**src/hdl/rhc_map.svh**
```systemverilog
// register map of the right-channel record high-pass coefficient bank
// assumes: 7-bit register address within the selected page, 8-bit data
`ifndef RHC_MAP_SVH
`define RHC_MAP_SVH

// ****************************************************************
// offsets within the second register page
// ****************************************************************
`define RHC_ADDR_NUM0_HIGH  7'h47
`define RHC_ADDR_NUM0_LOW   7'h48
`define RHC_ADDR_NUM1_HIGH  7'h49
`define RHC_ADDR_NUM1_LOW   7'h4A
`define RHC_ADDR_DEN1_HIGH  7'h4B
`define RHC_ADDR_DEN1_LOW   7'h4C
`define RHC_ADDR_RSVD_FIRST 7'h4D
`define RHC_ADDR_RSVD_LAST  7'h7F

// ****************************************************************
// reset values
// ****************************************************************
`define RHC_RST_NUM0_HIGH   8'h39
`define RHC_RST_NUM0_LOW    8'h55
`define RHC_RST_NUM1_HIGH   8'hF3
`define RHC_RST_NUM1_LOW    8'h2D
`define RHC_RST_DEN1_HIGH   8'h53
`define RHC_RST_DEN1_LOW    8'h7E
`define RHC_RST_RSVD        8'h00

// ****************************************************************
// slot numbering of the byte registers
// ****************************************************************
`define RHC_NUM_SLOTS       6
`define RHC_SLOT_NONE       3'h7
`define RHC_SLOT_RSVD       3'h6

`endif

```
**src/hdl/rhc_pkg.sv**
```systemverilog
// types shared by the right-channel high-pass coefficient bank
// assumes: nothing beyond the map header
package rhc_pkg;

   typedef logic [7:0]         rhc_byte_t;
   typedef logic [6:0]         rhc_addr_t;
   typedef logic [2:0]         rhc_slot_t;
   typedef logic signed [15:0] rhc_coef_t;

endpackage : rhc_pkg
```
**src/hdl/rhc_coef_regs.sv**
```systemverilog
// right-channel record high-pass coefficient register bank
// assumes: a serial control decoder on clk_sys drives the register port, one strobe per access
//
// Function
// - each coefficient joins high and low byte into a signed 16-bit value
// - first numerator resets to high 8'h39, low 8'h55
// - second numerator resets to high 8'hF3, low 8'h2D
// - denominator resets to high 8'h53, low 8'h7E
// - all six coefficient bytes fully read/write, reads return last write
// - locations 77 to 127 of page one are read-only and read zero
`timescale 1ns/1ps
`include "rhc_map.svh"

module rhc_coef_regs (
   // clock and reset
   input  wire logic            clk_sys,
   input  wire logic            reset,
   // register port from the control decoder
   input  wire logic            reg_page_one,
   input  wire rhc_pkg::rhc_addr_t reg_addr,
   input  wire logic            reg_wr,
   input  wire logic            reg_rd,
   input  wire rhc_pkg::rhc_byte_t reg_wdata,
   // read answer
   output rhc_pkg::rhc_byte_t   reg_rdata,
   output logic                 reg_rd_valid,
   output logic                 reg_rd_hit,
   // coefficients to the filter
   output rhc_pkg::rhc_coef_t   coef_num0,
   output rhc_pkg::rhc_coef_t   coef_num1,
   output rhc_pkg::rhc_coef_t   coef_den1
);
   import rhc_pkg::*;

   // ****************************************************************
   // decode
   // ****************************************************************
   function automatic rhc_slot_t rhc_slot(input rhc_addr_t addr);
      rhc_slot_t s;
      s = `RHC_SLOT_NONE;
      unique case (addr)
         `RHC_ADDR_NUM0_HIGH: s = 3'h0;
         `RHC_ADDR_NUM0_LOW:  s = 3'h1;
         `RHC_ADDR_NUM1_HIGH: s = 3'h2;
         `RHC_ADDR_NUM1_LOW:  s = 3'h3;
         `RHC_ADDR_DEN1_HIGH: s = 3'h4;
         `RHC_ADDR_DEN1_LOW:  s = 3'h5;
         default: begin
            if (addr >= `RHC_ADDR_RSVD_FIRST && addr <= `RHC_ADDR_RSVD_LAST) begin
               s = `RHC_SLOT_RSVD;
            end
         end
      endcase
      return s;
   endfunction : rhc_slot

   function automatic rhc_byte_t rhc_reset_value(input rhc_slot_t slot);
      rhc_byte_t v;
      v = `RHC_RST_RSVD;
      unique case (slot)
         3'h0:    v = `RHC_RST_NUM0_HIGH;
         3'h1:    v = `RHC_RST_NUM0_LOW;
         3'h2:    v = `RHC_RST_NUM1_HIGH;
         3'h3:    v = `RHC_RST_NUM1_LOW;
         3'h4:    v = `RHC_RST_DEN1_HIGH;
         3'h5:    v = `RHC_RST_DEN1_LOW;
         default: v = `RHC_RST_RSVD;
      endcase
      return v;
   endfunction : rhc_reset_value

   rhc_slot_t wr_slot;
   rhc_slot_t rd_slot;
   rhc_byte_t coef_byte      [`RHC_NUM_SLOTS];
   rhc_byte_t next_coef_byte [`RHC_NUM_SLOTS];
   rhc_byte_t next_reg_rdata;
   logic      next_reg_rd_valid;
   logic      next_reg_rd_hit;

   assign wr_slot = reg_page_one ? rhc_slot(reg_addr) : `RHC_SLOT_NONE;
   assign rd_slot = reg_page_one ? rhc_slot(reg_addr) : `RHC_SLOT_NONE;

   // ****************************************************************
   // coefficient byte registers
   // ****************************************************************
   // writes to the reserved tail fall through: nothing there to store
   always_comb begin
      for (int i = 0; i < `RHC_NUM_SLOTS; i++) begin
         next_coef_byte[i] = coef_byte[i];
         if (reg_wr && wr_slot == 3'(i)) begin
            next_coef_byte[i] = reg_wdata;
         end
      end
   end

   for (genvar g = 0; g < `RHC_NUM_SLOTS; g++) begin : g_byte
      always_ff @(posedge clk_sys or posedge reset) begin
         if (reset) begin
            coef_byte[g] <= rhc_reset_value(3'(g));
         end else begin
            coef_byte[g] <= next_coef_byte[g];
         end
      end
   end

   // high byte on top, read as two's complement by the filter
   assign coef_num0 = $signed({coef_byte[0], coef_byte[1]});
   assign coef_num1 = $signed({coef_byte[2], coef_byte[3]});
   assign coef_den1 = $signed({coef_byte[4], coef_byte[5]});

   // ****************************************************************
   // read answer
   // ****************************************************************
   // a read in the same cycle as a write to that byte returns the old value
   always_comb begin
      next_reg_rdata    = `RHC_RST_RSVD;
      next_reg_rd_valid = reg_rd;
      next_reg_rd_hit   = 1'b0;
      if (reg_rd && rd_slot != `RHC_SLOT_NONE) begin
         next_reg_rd_hit = 1'b1;
         if (rd_slot != `RHC_SLOT_RSVD) begin
            next_reg_rdata = coef_byte[rd_slot];
         end else begin
            next_reg_rdata = `RHC_RST_RSVD;
         end
      end
   end

   always_ff @(posedge clk_sys or posedge reset) begin
      if (reset) begin
         reg_rdata    <= `RHC_RST_RSVD;
         reg_rd_valid <= 1'b0;
         reg_rd_hit   <= 1'b0;
      end else begin
         reg_rdata    <= next_reg_rdata;
         reg_rd_valid <= next_reg_rd_valid;
         reg_rd_hit   <= next_reg_rd_hit;
      end
   end

endmodule : rhc_coef_regs

```
**config.mk**
```make
export PLATFORM = sky130hd
export DESIGN_NAME = rhc_coef_regs
export DESIGN_NICKNAME = d
export VERILOG_FILES = /design/src/hdl/rhc_pkg.sv /design/src/hdl/rhc_coef_regs.sv
export VERILOG_INCLUDE_DIRS = /design/src /design/src/hdl
export SDC_FILE = /design/constraint.sdc
export NUM_CORES = 1
export LEC_CHECK = 0
export BUFFER_PORTS_ARGS = -buffer_cell sky130_fd_sc_hd__buf_2
export CELL_PAD_IN_SITES_DETAIL_PLACEMENT = 1
export CELL_PAD_IN_SITES_GLOBAL_PLACEMENT = 1
export CORE_ASPECT_RATIO = 2
export CORE_UTILIZATION = 25
export DETAILED_ROUTE_END_ITERATION = 16
export PLACE_DENSITY_LB_ADDON = 0.1
export SLEW_MARGIN = 40
export SYNTH_ARGS = -nofsm -noshare
export SYNTH_HDL_FRONTEND = slang
export SYNTH_SLANG_ARGS = --single-unit
```
**constraint.sdc**
```tcl
create_clock -name clk_sys -period 2.5 [get_ports clk_sys]
set_input_delay 0.375 -clock clk_sys [delete_from_list [all_inputs] [get_ports clk_sys]]
set_output_delay 0.375 -clock clk_sys [all_outputs]
set_load 0.03 [all_outputs]
```
Word level (Yosys, flattened, before mapping)
Cells that the tools add are included.
{"block": "totals", "reg_bits": 58, "in_bits": 20, "out_inout_bits": 58, "wordCells": 44}
{"block": "classes", "n_lt_le_gt_ge": 3, "eq_ne": 13, "muxes": 9, "bitwise": 1, "n_reduce_logical": 9}
{"operator": "$eq 7x7->1 const B", "n": 6}
{"operator": "$mux 8", "n": 4}
{"operator": "$bmux 8 s3", "n": 1}
{"operator": "$pmux 3 s6", "n": 1}
{"operator": "$logic_and 1x1->1", "n": 8}
{"operator": "$ge 7x7->1 const B", "n": 1}
{"operator": "$le 7x7->1 const B", "n": 1}
{"operator": "$eq 3x2->1 const B", "n": 2}
{"operator": "$eq 3x3->1 const B", "n": 2}
{"operator": "$ne 3x3->1 const B", "n": 2}
{"operator": "$ge 4x4->1 const B", "n": 1}
{"operator": "$not 3->4", "n": 1}
{"operator": "$eq 3x1->1 const B", "n": 1}
{"operator": "$logic_not 3->1", "n": 1}
{"operator": "$mux 3", "n": 1}
{"operator": "$mux 1", "n": 2}

Logic depth before layout (Yosys ltp)
Gate-level depths: netlist of run 1.
{"block": "depth", "word_depth": 11, "depth_mapped": 6}

Worst setup path after synthesis of run 1
No wires, ideal clock.
{"block": "synth_path", "path_type": "input to register", "start": "in reg_addr[3]", "end": "reg coef_byte (netlist bit coef_den1[0])", "setup_time_ns": 0.125, "t_arrival_ns": 1.694, "required_time_ns": 2.375, "setup_slack_ns": 0.681, "path_stages": 5, "n_path_buf": 2, "path_cell_list": "buf_4 -> and4b_1 -> buf_4 -> a211oi_4 -> mux2_4"}
{"block": "synth_between", "elab_chain_cells": 7}
{"element": "from (decl)", "line_no": "rhc_coef_regs.sv:20", "text": "input wire rhc_pkg::rhc_addr_t reg_addr,"}
{"element": "$ge 7x7->1 (no line) or $le 7x7->1 (tied branches)"}
{"element": "$logic_and 1x1->1 (no line)"}
{"element": "$mux 1", "line_no": "rhc_coef_regs.sv:49", "text": "if (addr >= `RHC_ADDR_RSVD_FIRST && addr <= `RHC_ADDR_RSVD_LAST) begin"}
{"element": "$pmux 3 s6 (*)", "line_no": "rhc_coef_regs.sv:41", "text": "unique case (addr)"}
{"element": "$mux 3 (no line) (*)"}
{"element": "$eq 3x3->1 (*)", "line_no": "rhc_coef_regs.sv:90", "text": "if (reg_wr && wr_slot == 3'(i)) begin"}
{"element": "$logic_and 1x1->1 (*)", "line_no": "rhc_coef_regs.sv:90"}
{"element": "to (signal, indexed assignment)", "line_no": "rhc_coef_regs.sv:99", "text": "coef_byte[g] <= rhc_reset_value(3'(g));"}
{"element": "to (signal, indexed assignment)", "line_no": "rhc_coef_regs.sv:101", "text": "coef_byte[g] <= next_coef_byte[g];"}
{"element": "to (decl)", "line_no": "rhc_coef_regs.sv:74", "text": "rhc_byte_t coef_byte [`RHC_NUM_SLOTS];"}
Every way passes the cells marked *; elsewhere a longest branch is shown, timed or not.
A chain may end at the register's enable or synchronous reset.

Worst setup path after layout of run 1
{"block": "layout_path", "start": "in reg_addr[2]", "end": "reg coef_byte (netlist bit coef_num1[11])"}
{"block": "layout_between", "elab_chain_cells": 7}
{"element": "$ge 7x7->1 (no line) or $le 7x7->1 (tied branches)"}
{"element": "$logic_and 1x1->1 (no line)"}
{"element": "$mux 1", "line_no": "rhc_coef_regs.sv:49"}
{"element": "$pmux 3 s6 (*)", "line_no": "rhc_coef_regs.sv:41"}
{"element": "$mux 3 (no line) (*)"}
{"element": "$eq 3x2->1 (*)", "line_no": "rhc_coef_regs.sv:90"}
{"element": "$logic_and 1x1->1 (*)", "line_no": "rhc_coef_regs.sv:90"}
Marks and branches as above.

==> summary.txt, run 1 <==
STA
  • Slew headroom: 0.566
  • Unrepaired setup endpoints after global routing: no
  • Total Neg Setup Slack: 0 ns
  • Setup Skew: 0.00361 ns
  • Share of the clock period used by the worst path: 0.765
  • Total count of max-transition violations in the final report: 0
  • Fmax achieved: 523 MHz
  • Pin slew with the least headroom to its limit: approximately 0.65 ns
  • Shortest period the worst path allows: 1.91 ns
  • Setup violation total in the final timing report: 0
  • Hold Vio Cnt, Final: 0

Pwr
  • Worst-case vdd ir drop: about 0.34 mV
  • Total power per unit cell area: 663 mW/mm²
  • Leakage power summed over all cells: between 1.5 and 2 nW

Route
  • Via count: 2190
  • Routed length per placed instance: 20.5 µm
  • DR iter-0 viols: 89
  • Detailed-route wire length: 9.39 mm
  • DRC violation count after routing: 0
  • First-pass detailed-route iteration total: 4
  • Detail-routed via count per cell: 4.78
  • Antenna viol nets, final: 0

Critical path
  • Cells on worst reg2reg path: 4
  • Slowest cell on the critical path: a211o_1
  • Worst setup path category: primary input to flip-flop
  • Peak per-stage delay on the critical path: 0.58 ns
  • Data arrival time of the worst path: 2.11 ns
  • Largest driver fanout on the critical path: 14
  • Required arrival time at the worst endpoint: 2.70 ns
  • Startpoint of the lowest-slack register-to-register path: coef_den1[3]
  • Reg2reg end: reg_rdata[3]
  • Cell family with most CP delay: compound AO/OA/AOI/OAI gates
  • R2r setup slk: approximately 1.1 ns
  • CP bufs+invs: 1
  • CP Cell Sequence: buf_2, a211oi_2, a211o_1, nor2_4, mux2_1
  • Endpoint class of the critical path: flip-flop
  • Setup crit start kind: primary input

Floorplan
  • Die width: 77.7 µm
  • Starting density of the core: 0.256
  • Number of cell rows: 55
  • Floorplan Core Area: 0.0112 mm²
  • Overall die height: 153 µm
  • Die area: 0.0119 mm²
  • Total I/O pin count: 78

Worst hold path
  • Worst hold path class: primary input to async pin

Global route
  • Met3 demand-to-capacity share in global routing: 0.0310
  • All-Layer GR Usage: 0.169
  • GRT Max-Usage Layer: met2
  • Met2 Usage GRT: 0.304
  • Largest net degree at the start of global routing: 31
  • Global-route wire length before repair: ~14 mm
  • Grt ovf: 0
  • GRT met1 Usage: 0.194
  • Number of global-route vias before repair: 2386
  • Initial antenna violation count: 0

CTS
  • Number of buffers inserted for hold repair after clock tree synthesis: 0
  • Worst-path clk slew: 0.05 ns
  • Post-cts resize count: 0
  • H-tree depth: 3
  • Clock tree from TritonCTS: yes
  • Clock latency reported for the late side of the worst-skew pair: 0.32 ns
  • Post-CTS repair timing setup buffer count: 0
  • Clock root buffer: clkbuf_16
  • Count of clock tree sinks: 58
  • Clock Tree Buf Depth: 2
  • Num CTS Buffers: 9

Synth
  • Sequential-to-total area share from yosys stat: 0.518
  • Ranking of synthesized cells by area: dfrtp_1, dfstp_2, mux2_2
  • Area of the mapped netlist: between 0.002 and 0.003 mm²
  • Number of flip-flops and latches in the synthesized netlist: 58
  • Count of cell types in the netlist: 43
  • Proportion of netlist area held by the largest area contributor: 0.262
  • Ys Warns: 0
  • Post-synthesis average cell area: approximately 13 µm²
  • Cell count after synthesis: 222
  • Net Count, Synth: 242
  • Top cell type by total area after synthesis: dfrtp_1

Finish
  • Number of antenna diodes: 0
  • Fraction of layout instances using a drive strength above 1: 0.554
  • Filler cell count in the final layout: about 1300
  • Cell Count, Final, Fillers Out: 458
  • Final-stage net count: 331
  • Area overhead of the layout relative to synthesis: 31.5%

Place
  • Count of buffers from port buffering: a little under 80
  • Routability congestion estimate from global placement: 0.718
  • Post-placement cell count: 442
  • Total half-perimeter wirelength after legalization and detailed placement: 6.70 mm

Outcome
  • Run status: finished, final reports clean

Job
  • Max capacitance violation total: 0
cells by family (layout without fill, tap and decap cells):
kind of cell / count (synthesis) / in the layout / share of synthesized area
flip-flops: 58 / 58 / 0.518
multiplexers: 55 / 55 / 0.223
AO/OA/AOI/OAI: 44 / 44 / 0.124
AND/OR/NAND/NOR: 44 / 44 / 0.0977
buffers and inverters: 19 / 113 / 0.0305
XOR/XNOR: 2 / 2 / 0.00611
cell usage in the layout, fill, tap and decap left out, types with 7 or more instances in the layout:
cell and count:
nand2b_1 7, clkbuf_16 9, nand2_1 10, a221oi_1 15, nor2b_1 7, mux2i_1 7, o211ai_1 7, mux2_1 18
buf_2 77, a21oi_1 10, mux2_2 22, dfrtp_1 30, buf_4 14, dfstp_2 28, mux2_4 8
synth_stat cells (all sizes together):
cell	count
inv	5
nand3	2
a211o	1
and3	1
and4b	1
buf	9
nor4	1
nor4b	1
nor2b	7
dfstp	28
mux2i	7
nor2	4
a211oi	3
nor3b	2
a311o	1
o211ai	7
and2	2
a221oi	15
nand2b	7
a22o	1
o21ai	3
xor2	2
mux2	48
nand2	11
clkbuf	5
nand4	3
and4bb	1
a21bo	1
o2111ai	1
dfrtp	30
a21o	1
a21oi	10
nand4b	1
stage by stage:
stage	total power [mW]	utilization	hold slack (ns)	setup WS, ns	area, µm²
2_1_floorplan	1.25	-	0.406	0.681	2870
3_3_place_gp	1.37	0.311	0.497	0.260	3490
3_5_place_dp	1.37	0.311	0.506	0.222	3490
4_1_cts	2.55	0.336	0.156	0.564	3770
5_1_grt	2.62	0.336	0.179	0.481	3770
6_report	2.50	0.336	0.142	0.588	3770
how the worst max path moves through the flow:
| stage | from | end | slack (ns) | cells after the start |
|---|---|---|---|---|
| floorplan | reg_addr[3] | coef_den1[0] | 0.68 | 5 |
| global placement | reg_addr[2] | reg_rdata[5] | 0.26 | 6 |
| detailed placement | reg_addr[2] | coef_num1[11] | 0.22 | 5 |
| CTS | reg_addr[2] | coef_num1[10] | 0.56 | 5 |
| global route | reg_addr[2] | reg_rdata[5] | 0.48 | 6 |
| finish | reg_addr[2] | coef_num1[11] | 0.59 | 5 |
power by group:
| group | switching [mW] | total (mW) | leakage [nW] | internal, mW |
|---|---|---|---|---|
| clock | 0.406 | 1.15 | 0.143 | 0.748 |
| combinational | 0.207 | 0.313 | 0.979 | 0.106 |
| sequential | 0.0350 | 1.03 | 0.702 | 1.00 |
cell type report:
type	count	area, µm²	area share
multi-input combinational	145	1290	0.343
timing repair buffer	92	510	0.135
inverter	5	18.8	0.00498
clock inverter	2	10.0	0.00265
clock buffer	14	274	0.0727
tap	142	178	0.0471
sequential	58	1490	0.394
per-layer routing:
metal | share of wire | vias to the layer above
met5 | 0 | -
met4 | 0.012 | 0
met3 | 0.030 | 5
met2 | 0.55 | 45
met1 | 0.41 | 1139
li1 | - | 1001
state kept, by name (all words and copies together) (netlist names):
name	count
reg_rd_hit	1
reg_rd_valid	1
coef_den1	16
coef_num1	16
reg_rdata	8
coef_num0	16
Power figures use the tool's default switching activity.
==> inputs of run 2 (changes only) <==
- ABC_AREA: unset -> 1
- clock period: 2.5 -> 2 ns (I/O delays scaled with it)
==> run 2 against run 1 <==
Die area increased by 7.4%. Clock skew grew 0.0010 ns. Critical endpoint unchanged. The run now ends with negative hold slack left. Clock power increased by 50%. Routed wire length is 6.1% higher. Setup slack worse by 0.29 ns. Sequential power is 34% higher. Area after synthesis increased by 7.6%. Combinational power rose by 100%.
==> summary.txt, run 2 <==
CTS
  • Post-CTS repair timing setup buffer count: 0 (unchanged)
  • Clock tree from TritonCTS: yes
  • Worst-path clk slew: 0.05 ns (about the same)
  • H-tree depth: 3 (unchanged)
  • Count of clock tree sinks: 58 (unchanged)
  • Number of buffers inserted for hold repair after clock tree synthesis: 0 (unchanged)
  • Clock root buffer: clkbuf_16
  • Post-cts resize count: 0 (unchanged)
  • Num CTS Buffers: 9 (unchanged)
  • Clock latency reported for the late side of the worst-skew pair: 0.33 ns (about the same)
  • Clock Tree Buf Depth: 2 (unchanged)

Global route
  • Initial antenna violation count: 0 (unchanged)
  • Largest net degree at the start of global routing: 26 (-16%)
  • Grt ovf: 0 (unchanged)
  • Global-route wire length before repair: 16.3 mm (+13%)
  • GRT Max-Usage Layer: met2
  • Number of global-route vias before repair: 2818 (+18%)
  • GRT met1 Usage: 0.203 (+0.00912)
  • All-Layer GR Usage: 0.174 (+0.00433)
  • Met3 demand-to-capacity share in global routing: 0.0350 (+0.00391)
  • Met2 Usage GRT: 0.308 (+0.00391)

Outcome
  • Run status: finished, violations left
  • Violated checks: negative hold slack

Route
  • Via count: 2701 (+23%)
  • Routed length per placed instance: 16.6 µm (-19%)
  • DRC violation count after routing: 0 (unchanged)
  • DR iter-0 viols: 122 (+37%)
  • Detailed-route wire length: 9.97 mm (+6.1%)
  • Antenna viol nets, final: 0 (unchanged)
  • Detail-routed via count per cell: 4.49 (-6.0%)
  • First-pass detailed-route iteration total: 4 (unchanged)

Synth
  • Cell count after synthesis: 365 (+64%)
  • Net Count, Synth: 385 (+59%)
  • Ranking of synthesized cells by area: dfrtp_1, dfstp_2, nand2_1
  • Count of cell types in the netlist: 29 (-33%)
  • Ys Warns: 0 (unchanged)
  • Proportion of netlist area held by the largest area contributor: 0.243 (-0.0185)
  • Most common cell in the netlist: nand2_1
  • Number of flip-flops and latches in the synthesized netlist: 58 (unchanged)
  • Top cell type by total area after synthesis: dfrtp_1
  • Share of flip-flops with an asynchronous set or reset after synthesis: 1.00 (unchanged)
  • Number of enable-type register cells in the synthesized netlist: 0 (unchanged)
  • Sequential-to-total area share from yosys stat: 0.482 (-0.0366)
  • Commonest cells in the synthesized netlist: nand2_1, inv_1, o21ai_1
  • Top flip-flop cell by instance count after synthesis: dfrtp_1
  • Area of the mapped netlist: 0.00309 mm² (+7.6%)
  • Post-synthesis average cell area: 8.45 µm² (-35%)

Critical path
  • Peak per-stage delay on the critical path: 0.29 ns (-0.29 ns)
  • CP bufs+invs: 2 (+1)
  • Start point of the critical path: reg_addr[5]
  • Setup crit start kind: primary input
  • Largest driver fanout on the critical path: 16 (+2)
  • Crit. path cell count: 11 (+6)
  • Endpoint class of the critical path: flip-flop
  • Dominant cell type by count on the critical path: nand2_1
  • Worst setup path category: primary input to flip-flop
  • Data arrival time of the worst path: 1.91 ns (-0.20 ns)
  • Cell family with most CP delay: simple AND/OR/NAND/NOR gates
  • Required arrival time at the worst endpoint: 2.21 ns (-0.49 ns)
  • Startpoint of the lowest-slack register-to-register path: coef_num0[14]
  • Timing endpoint of the critical path: coef_num1[11]
  • CP Cell Sequence: buf_2, nor2_1, nand2_1, inv_1, o211ai_2, nand2_4, nand3_4, nor2_8, nand4_4, nand2_1, o21ai_2
  • Slowest cell on the critical path: nand4_4
  • Reg2reg end: reg_rdata[6]
  • Cells on worst reg2reg path: 6 (+2)
  • R2r setup slk: 0.88 ns (-0.19 ns)

Finish
  • Most frequent cells in the layout: nand2_1, buf_2, inv_1, o21ai_1, dfrtp_1
  • Flip-flop and latch area: 0.00149 mm² (unchanged)
  • Cell Count, Final, Fillers Out: 601 (+31%)
  • Design Area, Final: 0.00402 mm² (+6.7%)
  • Filler cell count in the final layout: 1468 (+16%)
  • Area overhead of the layout relative to synthesis: 30.4%
  • Most common library cell in the layout ignoring fill and taps: nand2_1
  • Number of antenna diodes: 0 (unchanged)
  • Multi-input gate area in the final layout: 0.00133 mm² (+2.6%)
  • Final-stage net count: 469 (+42%)
  • Fraction of layout instances using a drive strength above 1: 0.361 (-0.193)

STA
  • Slew headroom: 0.662 (+0.0959)
  • Shortest period the worst path allows: 1.70 ns
  • Share of the clock period used by the worst path: 0.849
  • WHS: -0.00489 ns (-0.147 ns)
  • Setup Skew: 0.00462 ns (+0.00101 ns)
  • Unrepaired setup endpoints after global routing: no
  • Setup violation total in the final timing report: 0 (unchanged)
  • Fmax achieved: 589 MHz
  • Total count of max-transition violations in the final report: 0 (unchanged)
  • Total Neg Setup Slack: 0 ns (unchanged)
  • Hold Vio Cnt, Final: 3 (+3)
  • Pin slew with the least headroom to its limit: 0.507 ns (-0.144 ns)

Worst hold path
  • Worst hold path class: primary input to async pin

Floorplan
  • Floorplan Core Area: 0.0121 mm² (+7.5%)
  • Starting density of the core: 0.256 (+0.000334)
  • Overall die height: 159 µm (+3.7%)
  • Die area: 0.0128 mm² (+7.4%)
  • Number of cell rows: 57 (+3.6%)
  • Total I/O pin count: 78 (unchanged)
  • Die width: 80.6 µm (+3.6%)

Pwr
  • Combinational share of power: 0.168 (+0.043)
  • Total power per unit cell area: 925 mW/mm² (+39%)
  • Leakage power summed over all cells: 2.07 nW (+14%)
  • Share of total power in sequential cells: 0.371 (-0.043)
  • Clock group share of total power: 0.461 (about the same)
  • Worst-case vdd ir drop: 0.420 mV (+25%)
  • Sw power: 1.07 mW (+65%)
  • Cell-internal power: 2.65 mW (+43%)
  • Net switching share of the total power: 0.287 (+0.0284)

Job
  • Max capacitance violation total: 0 (unchanged)

Place
  • Count of buffers from port buffering: 77 (unchanged)
  • Post-placement cell count: 585 (+32%)
  • Routability congestion estimate from global placement: 0.768 (+6.9%)
  • Total half-perimeter wirelength after legalization and detailed placement: 7.71 mm (+15%)
  • Placement-stage cell area: 0.00369 mm² (+5.9%)
## run 2: cell count changes in the layout (fill, tap and decap cells not counted), moves of 11 or more
| cell | delta |
|---|---|
| nand3_1 | +23 |
| nand2_1 | +113 |
| nor2_1 | +11 |
| mux2_1 | -18 |
| buf_4 | -11 |
| inv_1 | +36 |
| mux2_2 | -22 |
| a221oi_1 | -15 |
| o21ai_1 | +39 |
## run 2: per-layer routing
layer,part of all wire,up-vias
met5,0,-
met4,0.013,0
met3,0.033,8
met2,0.55,54
met1,0.40,1309
li1,-,1330
## run 2: cells by family after synthesis
family,count (synthesis),share of synthesized area
and+or+nand+nor,189,0.312
AOI/OAI and AO/OA,61,0.118
DFF,58,0.482
buffers and inverters,57,0.0880
## run 2: power groups by stage
stage / Sequential [mW] / Clock [mW] / Combinational [mW]
after floorplan: 1.56 / 0 / 0.247
after global placement: 1.40 / 0 / 0.631
after detailed placement: 1.40 / 0 / 0.639
after CTS: 1.38 / 1.76 / 0.641
after global routing: 1.40 / 1.82 / 0.692
final: 1.38 / 1.72 / 0.625
## run 2: area by class of cell
class,count,area share
tap,147,0.0457
sequential,58,0.369
timing repair buffer,86,0.131
inverter,44,0.0417
clock buffer,12,0.0637
clock inverter,4,0.0183
multi-input combinational,250,0.330
## run 2: worst min path at each step
stage	slack, ns	endpoint	depth (start not counted)
2_1_floorplan	0.33	reg_rd_valid	0
3_3_place_gp	0.35	coef_num0[14]	2
3_5_place_dp	0.36	coef_num0[14]	2
4_1_cts	0.003	coef_num0[14]	2
5_1_grt	0.03	coef_num0[14]	2
6_report	-0.005	coef_num0[14]	2
## run 2: metrics by stage
step                      hold WS (ns)  setup WS [ns]  utilization  total power [mW]
after CTS                      0.00339          0.285        0.334              3.78
after detailed placement         0.357        -0.0685        0.306              2.04
final                         -0.00489          0.302        0.334              3.72
after global routing            0.0269          0.126        0.334              3.91
after global placement           0.352        -0.0124        0.306              2.03
after floorplan                  0.331          0.308            -              1.80
==> inputs of run 3 (changes only) <==
- clock period: 2 -> 1.62 ns (I/O delays scaled with it)
==> run 3 against run 2 <==
The flow now finishes without violations. Clock-buffer cell count decreased by 1. Combinational power increased by 25%. Sequential cell count unchanged. Critical path depth increased by 1. Routed wire length decreased by 7.9%. Clock power increased by 25%. Worst hold slack improved by 0.039 ns. Non-clock buffer count increased by 15. Utilization increased by 1.0 points. Clock skew increased by 0.0022 ns. Final cell count increased by 2.5%. Critical path type unchanged. Critical endpoint is now reg_rdata[1]. Largest cell class unchanged. Largest power group unchanged.
==> summary.txt, run 3 (same netlist as run 2, synthesis figures left out) <==
CTS
  • Worst-path clk slew: 0.06 ns (about the same)
  • Clock Tree Buf Depth: 2 (unchanged)
  • H-tree depth: 3 (unchanged)
  • Clock root buffer: clkbuf_16
  • Count of clock tree sinks: 58 (unchanged)
  • Num CTS Buffers: 9 (unchanged)
  • Post-CTS repair timing setup buffer count: 0 (unchanged)
  • Clock tree from TritonCTS: yes
  • Clock latency reported for the late side of the worst-skew pair: 0.33 ns (about the same)

Pwr
  • Clock group share of total power: 0.465 (+0.004)
  • Leakage power summed over all cells: 2.13 nW (+2.4%)
  • Worst-case vdd ir drop: 0.516 mV (+23%)
  • Sw power: 1.28 mW (+19%)
  • Net switching share of the total power: 0.276 (-0.0117)
  • Combinational share of power: 0.168 (about the same)
  • Total power per unit cell area: 1120 mW/mm² (+21%)
  • Cell-internal power: 3.36 mW (+26%)
  • Share of total power in sequential cells: 0.367 (-0.004)

Route
  • DRC violation count after routing: 0 (unchanged)
  • Antenna viol nets, final: 0 (unchanged)
  • Detailed-route wire length: 9.18 mm (-7.9%)
  • Detail-routed via count per cell: 4.36 (-3.0%)
  • Routed length per placed instance: 14.9 µm (-10%)
  • Via count: 2684 (-0.63%)
  • DR iter-0 viols: 105 (-14%)
  • First-pass detailed-route iteration total: 4 (unchanged)

STA
  • Share of the clock period used by the worst path: 0.891
  • Hold Vio Cnt, Final: 0 (-3)
  • Slew headroom: 0.786 (+0.125)
  • Fmax achieved: 693 MHz
  • Unrepaired setup endpoints after global routing: no
  • Setup violation total in the final timing report: 0 (unchanged)
  • Final critical-path setup slack: 0.177 ns (-0.125 ns)
  • Shortest period the worst path allows: 1.44 ns
  • Pin slew with the least headroom to its limit: 0.320 ns (-0.186 ns)
  • Setup Skew: 0.00687 ns (+0.00225 ns)
  • Total count of max-transition violations in the final report: 0 (unchanged)

Place
  • Count of buffers from port buffering: 77 (unchanged)
  • Post-placement cell count: 599 (+2.4%)
  • Routability congestion estimate from global placement: 0.748 (-2.6%)
  • Total half-perimeter wirelength after legalization and detailed placement: 7.17 mm (-6.9%)
  • Worst slack after detailed placement: -0.301 ns (-0.232 ns)

Critical path
  • Peak per-stage delay on the critical path: 0.24 ns (-0.05 ns)
  • CP bufs+invs: 1 (-1)
  • Endpoint class of the critical path: flip-flop
  • Crit. path cell count: 12 (+1)
  • R2r setup slk: 0.57 ns (-0.31 ns)
  • Dominant cell type by count on the critical path: nand2_1
  • Cells on worst reg2reg path: 5 (-1)
  • Required arrival time at the worst endpoint: 1.87 ns (-0.34 ns)
  • Data arrival time of the worst path: 1.69 ns (-0.22 ns)
  • Largest driver fanout on the critical path: 10 (-6)
  • Worst setup path category: primary input to flip-flop
  • Setup crit start kind: primary input
  • Cell family with most CP delay: simple AND/OR/NAND/NOR gates
  • CP Cell Sequence: buf_2, nor2_2, nand2_1, nand2_2, o21bai_4, nand2_4, nand3_4, nor2_8, nand2_1, nand3_1, nand2_1, nor2_1
  • Slowest cell on the critical path: nor2_8

Finish
  • Area overhead of the layout relative to synthesis: 34.5%
  • Share of the core filled with cells: 0.344 (+0.0104)
  • Final-stage net count: 484 (+3.2%)
  • Fraction of layout instances using a drive strength above 1: 0.390 (+0.0290)
  • Cell Count, Final, Fillers Out: 616 (+2.5%)
  • Number of antenna diodes: 0 (unchanged)
  • Most frequent cells in the layout: nand2_1, buf_2, o21ai_1
  • Most common library cell in the layout ignoring fill and taps: nand2_1

Global route
  • All-Layer GR Usage: 0.162 (-0.0116)
  • Largest net degree at the start of global routing: 59 (+130%)
  • Global-route wire length before repair: 15.5 mm (-4.7%)
  • Grt ovf: 0 (unchanged)
  • Initial antenna violation count: 0 (unchanged)
  • Number of global-route vias before repair: 2876 (+2.1%)

Worst hold path
  • Worst hold path class: primary input to flip-flop
  • Hold path cells: 1

Job
  • Max capacitance violation total: 0 (unchanged)

Floorplan
  • Die width: 80.6 µm (unchanged)
  • Starting density of the core: 0.256 (unchanged)
  • Total I/O pin count: 78 (unchanged)
  • Die area: 0.0128 mm² (unchanged)
  • Number of cell rows: 57 (unchanged)
  • Floorplan Core Area: 0.0121 mm² (unchanged)
  • Overall die height: 159 µm (unchanged)

Outcome
  • Run status: finished, final reports clean
==> run 3: final cells by class <==
class | instances | area, µm²
clock buffers | 11 | 233
clock inverters | 5 | 103
fillers | 1446 | 7900
inverters | 44 | 171
multi-input cells | 250 | 1350
flip-flops and latches | 58 | 1490
well taps | 147 | 184
repair buffers | 101 | 618
==> run 3: what timing repair did <==
action	4_1_cts	5_1_grt
endpoints found under the hold margin	1	0
endpoints found under the setup margin	0	22
resized for setup	0	7
hold buffers	1	0
==> run 3: worst reg2reg max path, cell delays in order, from the launching register on <==
cell and delay (ns):
dfstp_2 0.55, nand3b_1 0.12, nand2_1 0.06, nand2_1 0.06
a21oi_2 0.05, nor2_1 0.13
==> run 3: final timing paths <==
check | startpoint | end
worst max-delay path | reg_addr[2] | reg_rdata[1]
worst min-delay path | reg_rd | reg_rd_valid
worst max register to register | coef_num1[9] | reg_rdata[1]
worst min register to register | coef_num0[6] | coef_num0[6]
max in group asynchronous | reset | coef_num0[6]
min in group asynchronous | reset | reg_rdata[0]
==> run 3: through the flow <==
stage | power [mW] | hold slack [ns] | cell area (µm²) | setup TNS (ns)
finish | 4.63 | 0.0344 | 4150 | 0
global route | 4.87 | 0.0285 | 4150 | 0
CTS | 4.72 | 0.0219 | 4120 | 0
detailed placement | 2.51 | 0.356 | 3780 | -11.59
global placement | 2.50 | 0.345 | 3780 | -8.81
floorplan | 2.23 | 0.274 | 3090 | 0
==> run 3: routing by layer <==
metal,GRT usage,wire length (µm),vias up,share of wire
met5,0,0,-,0
met4,0.0560,140,0,0.015
met3,0.0281,253,8,0.028
met2,0.294,5110,54,0.56
met1,0.184,3680,1265,0.40
li1,-,-,1357,-
==> run 3: power by group through the flow <==
stage | Clock (mW) | Sequential, mW | Combinational [mW]
global route | 2.29 | 1.72 | 0.864
global placement | 0 | 1.73 | 0.773
finish | 2.15 | 1.70 | 0.779
CTS | 2.22 | 1.71 | 0.790
floorplan | 0 | 1.92 | 0.305
detailed placement | 0 | 1.73 | 0.786
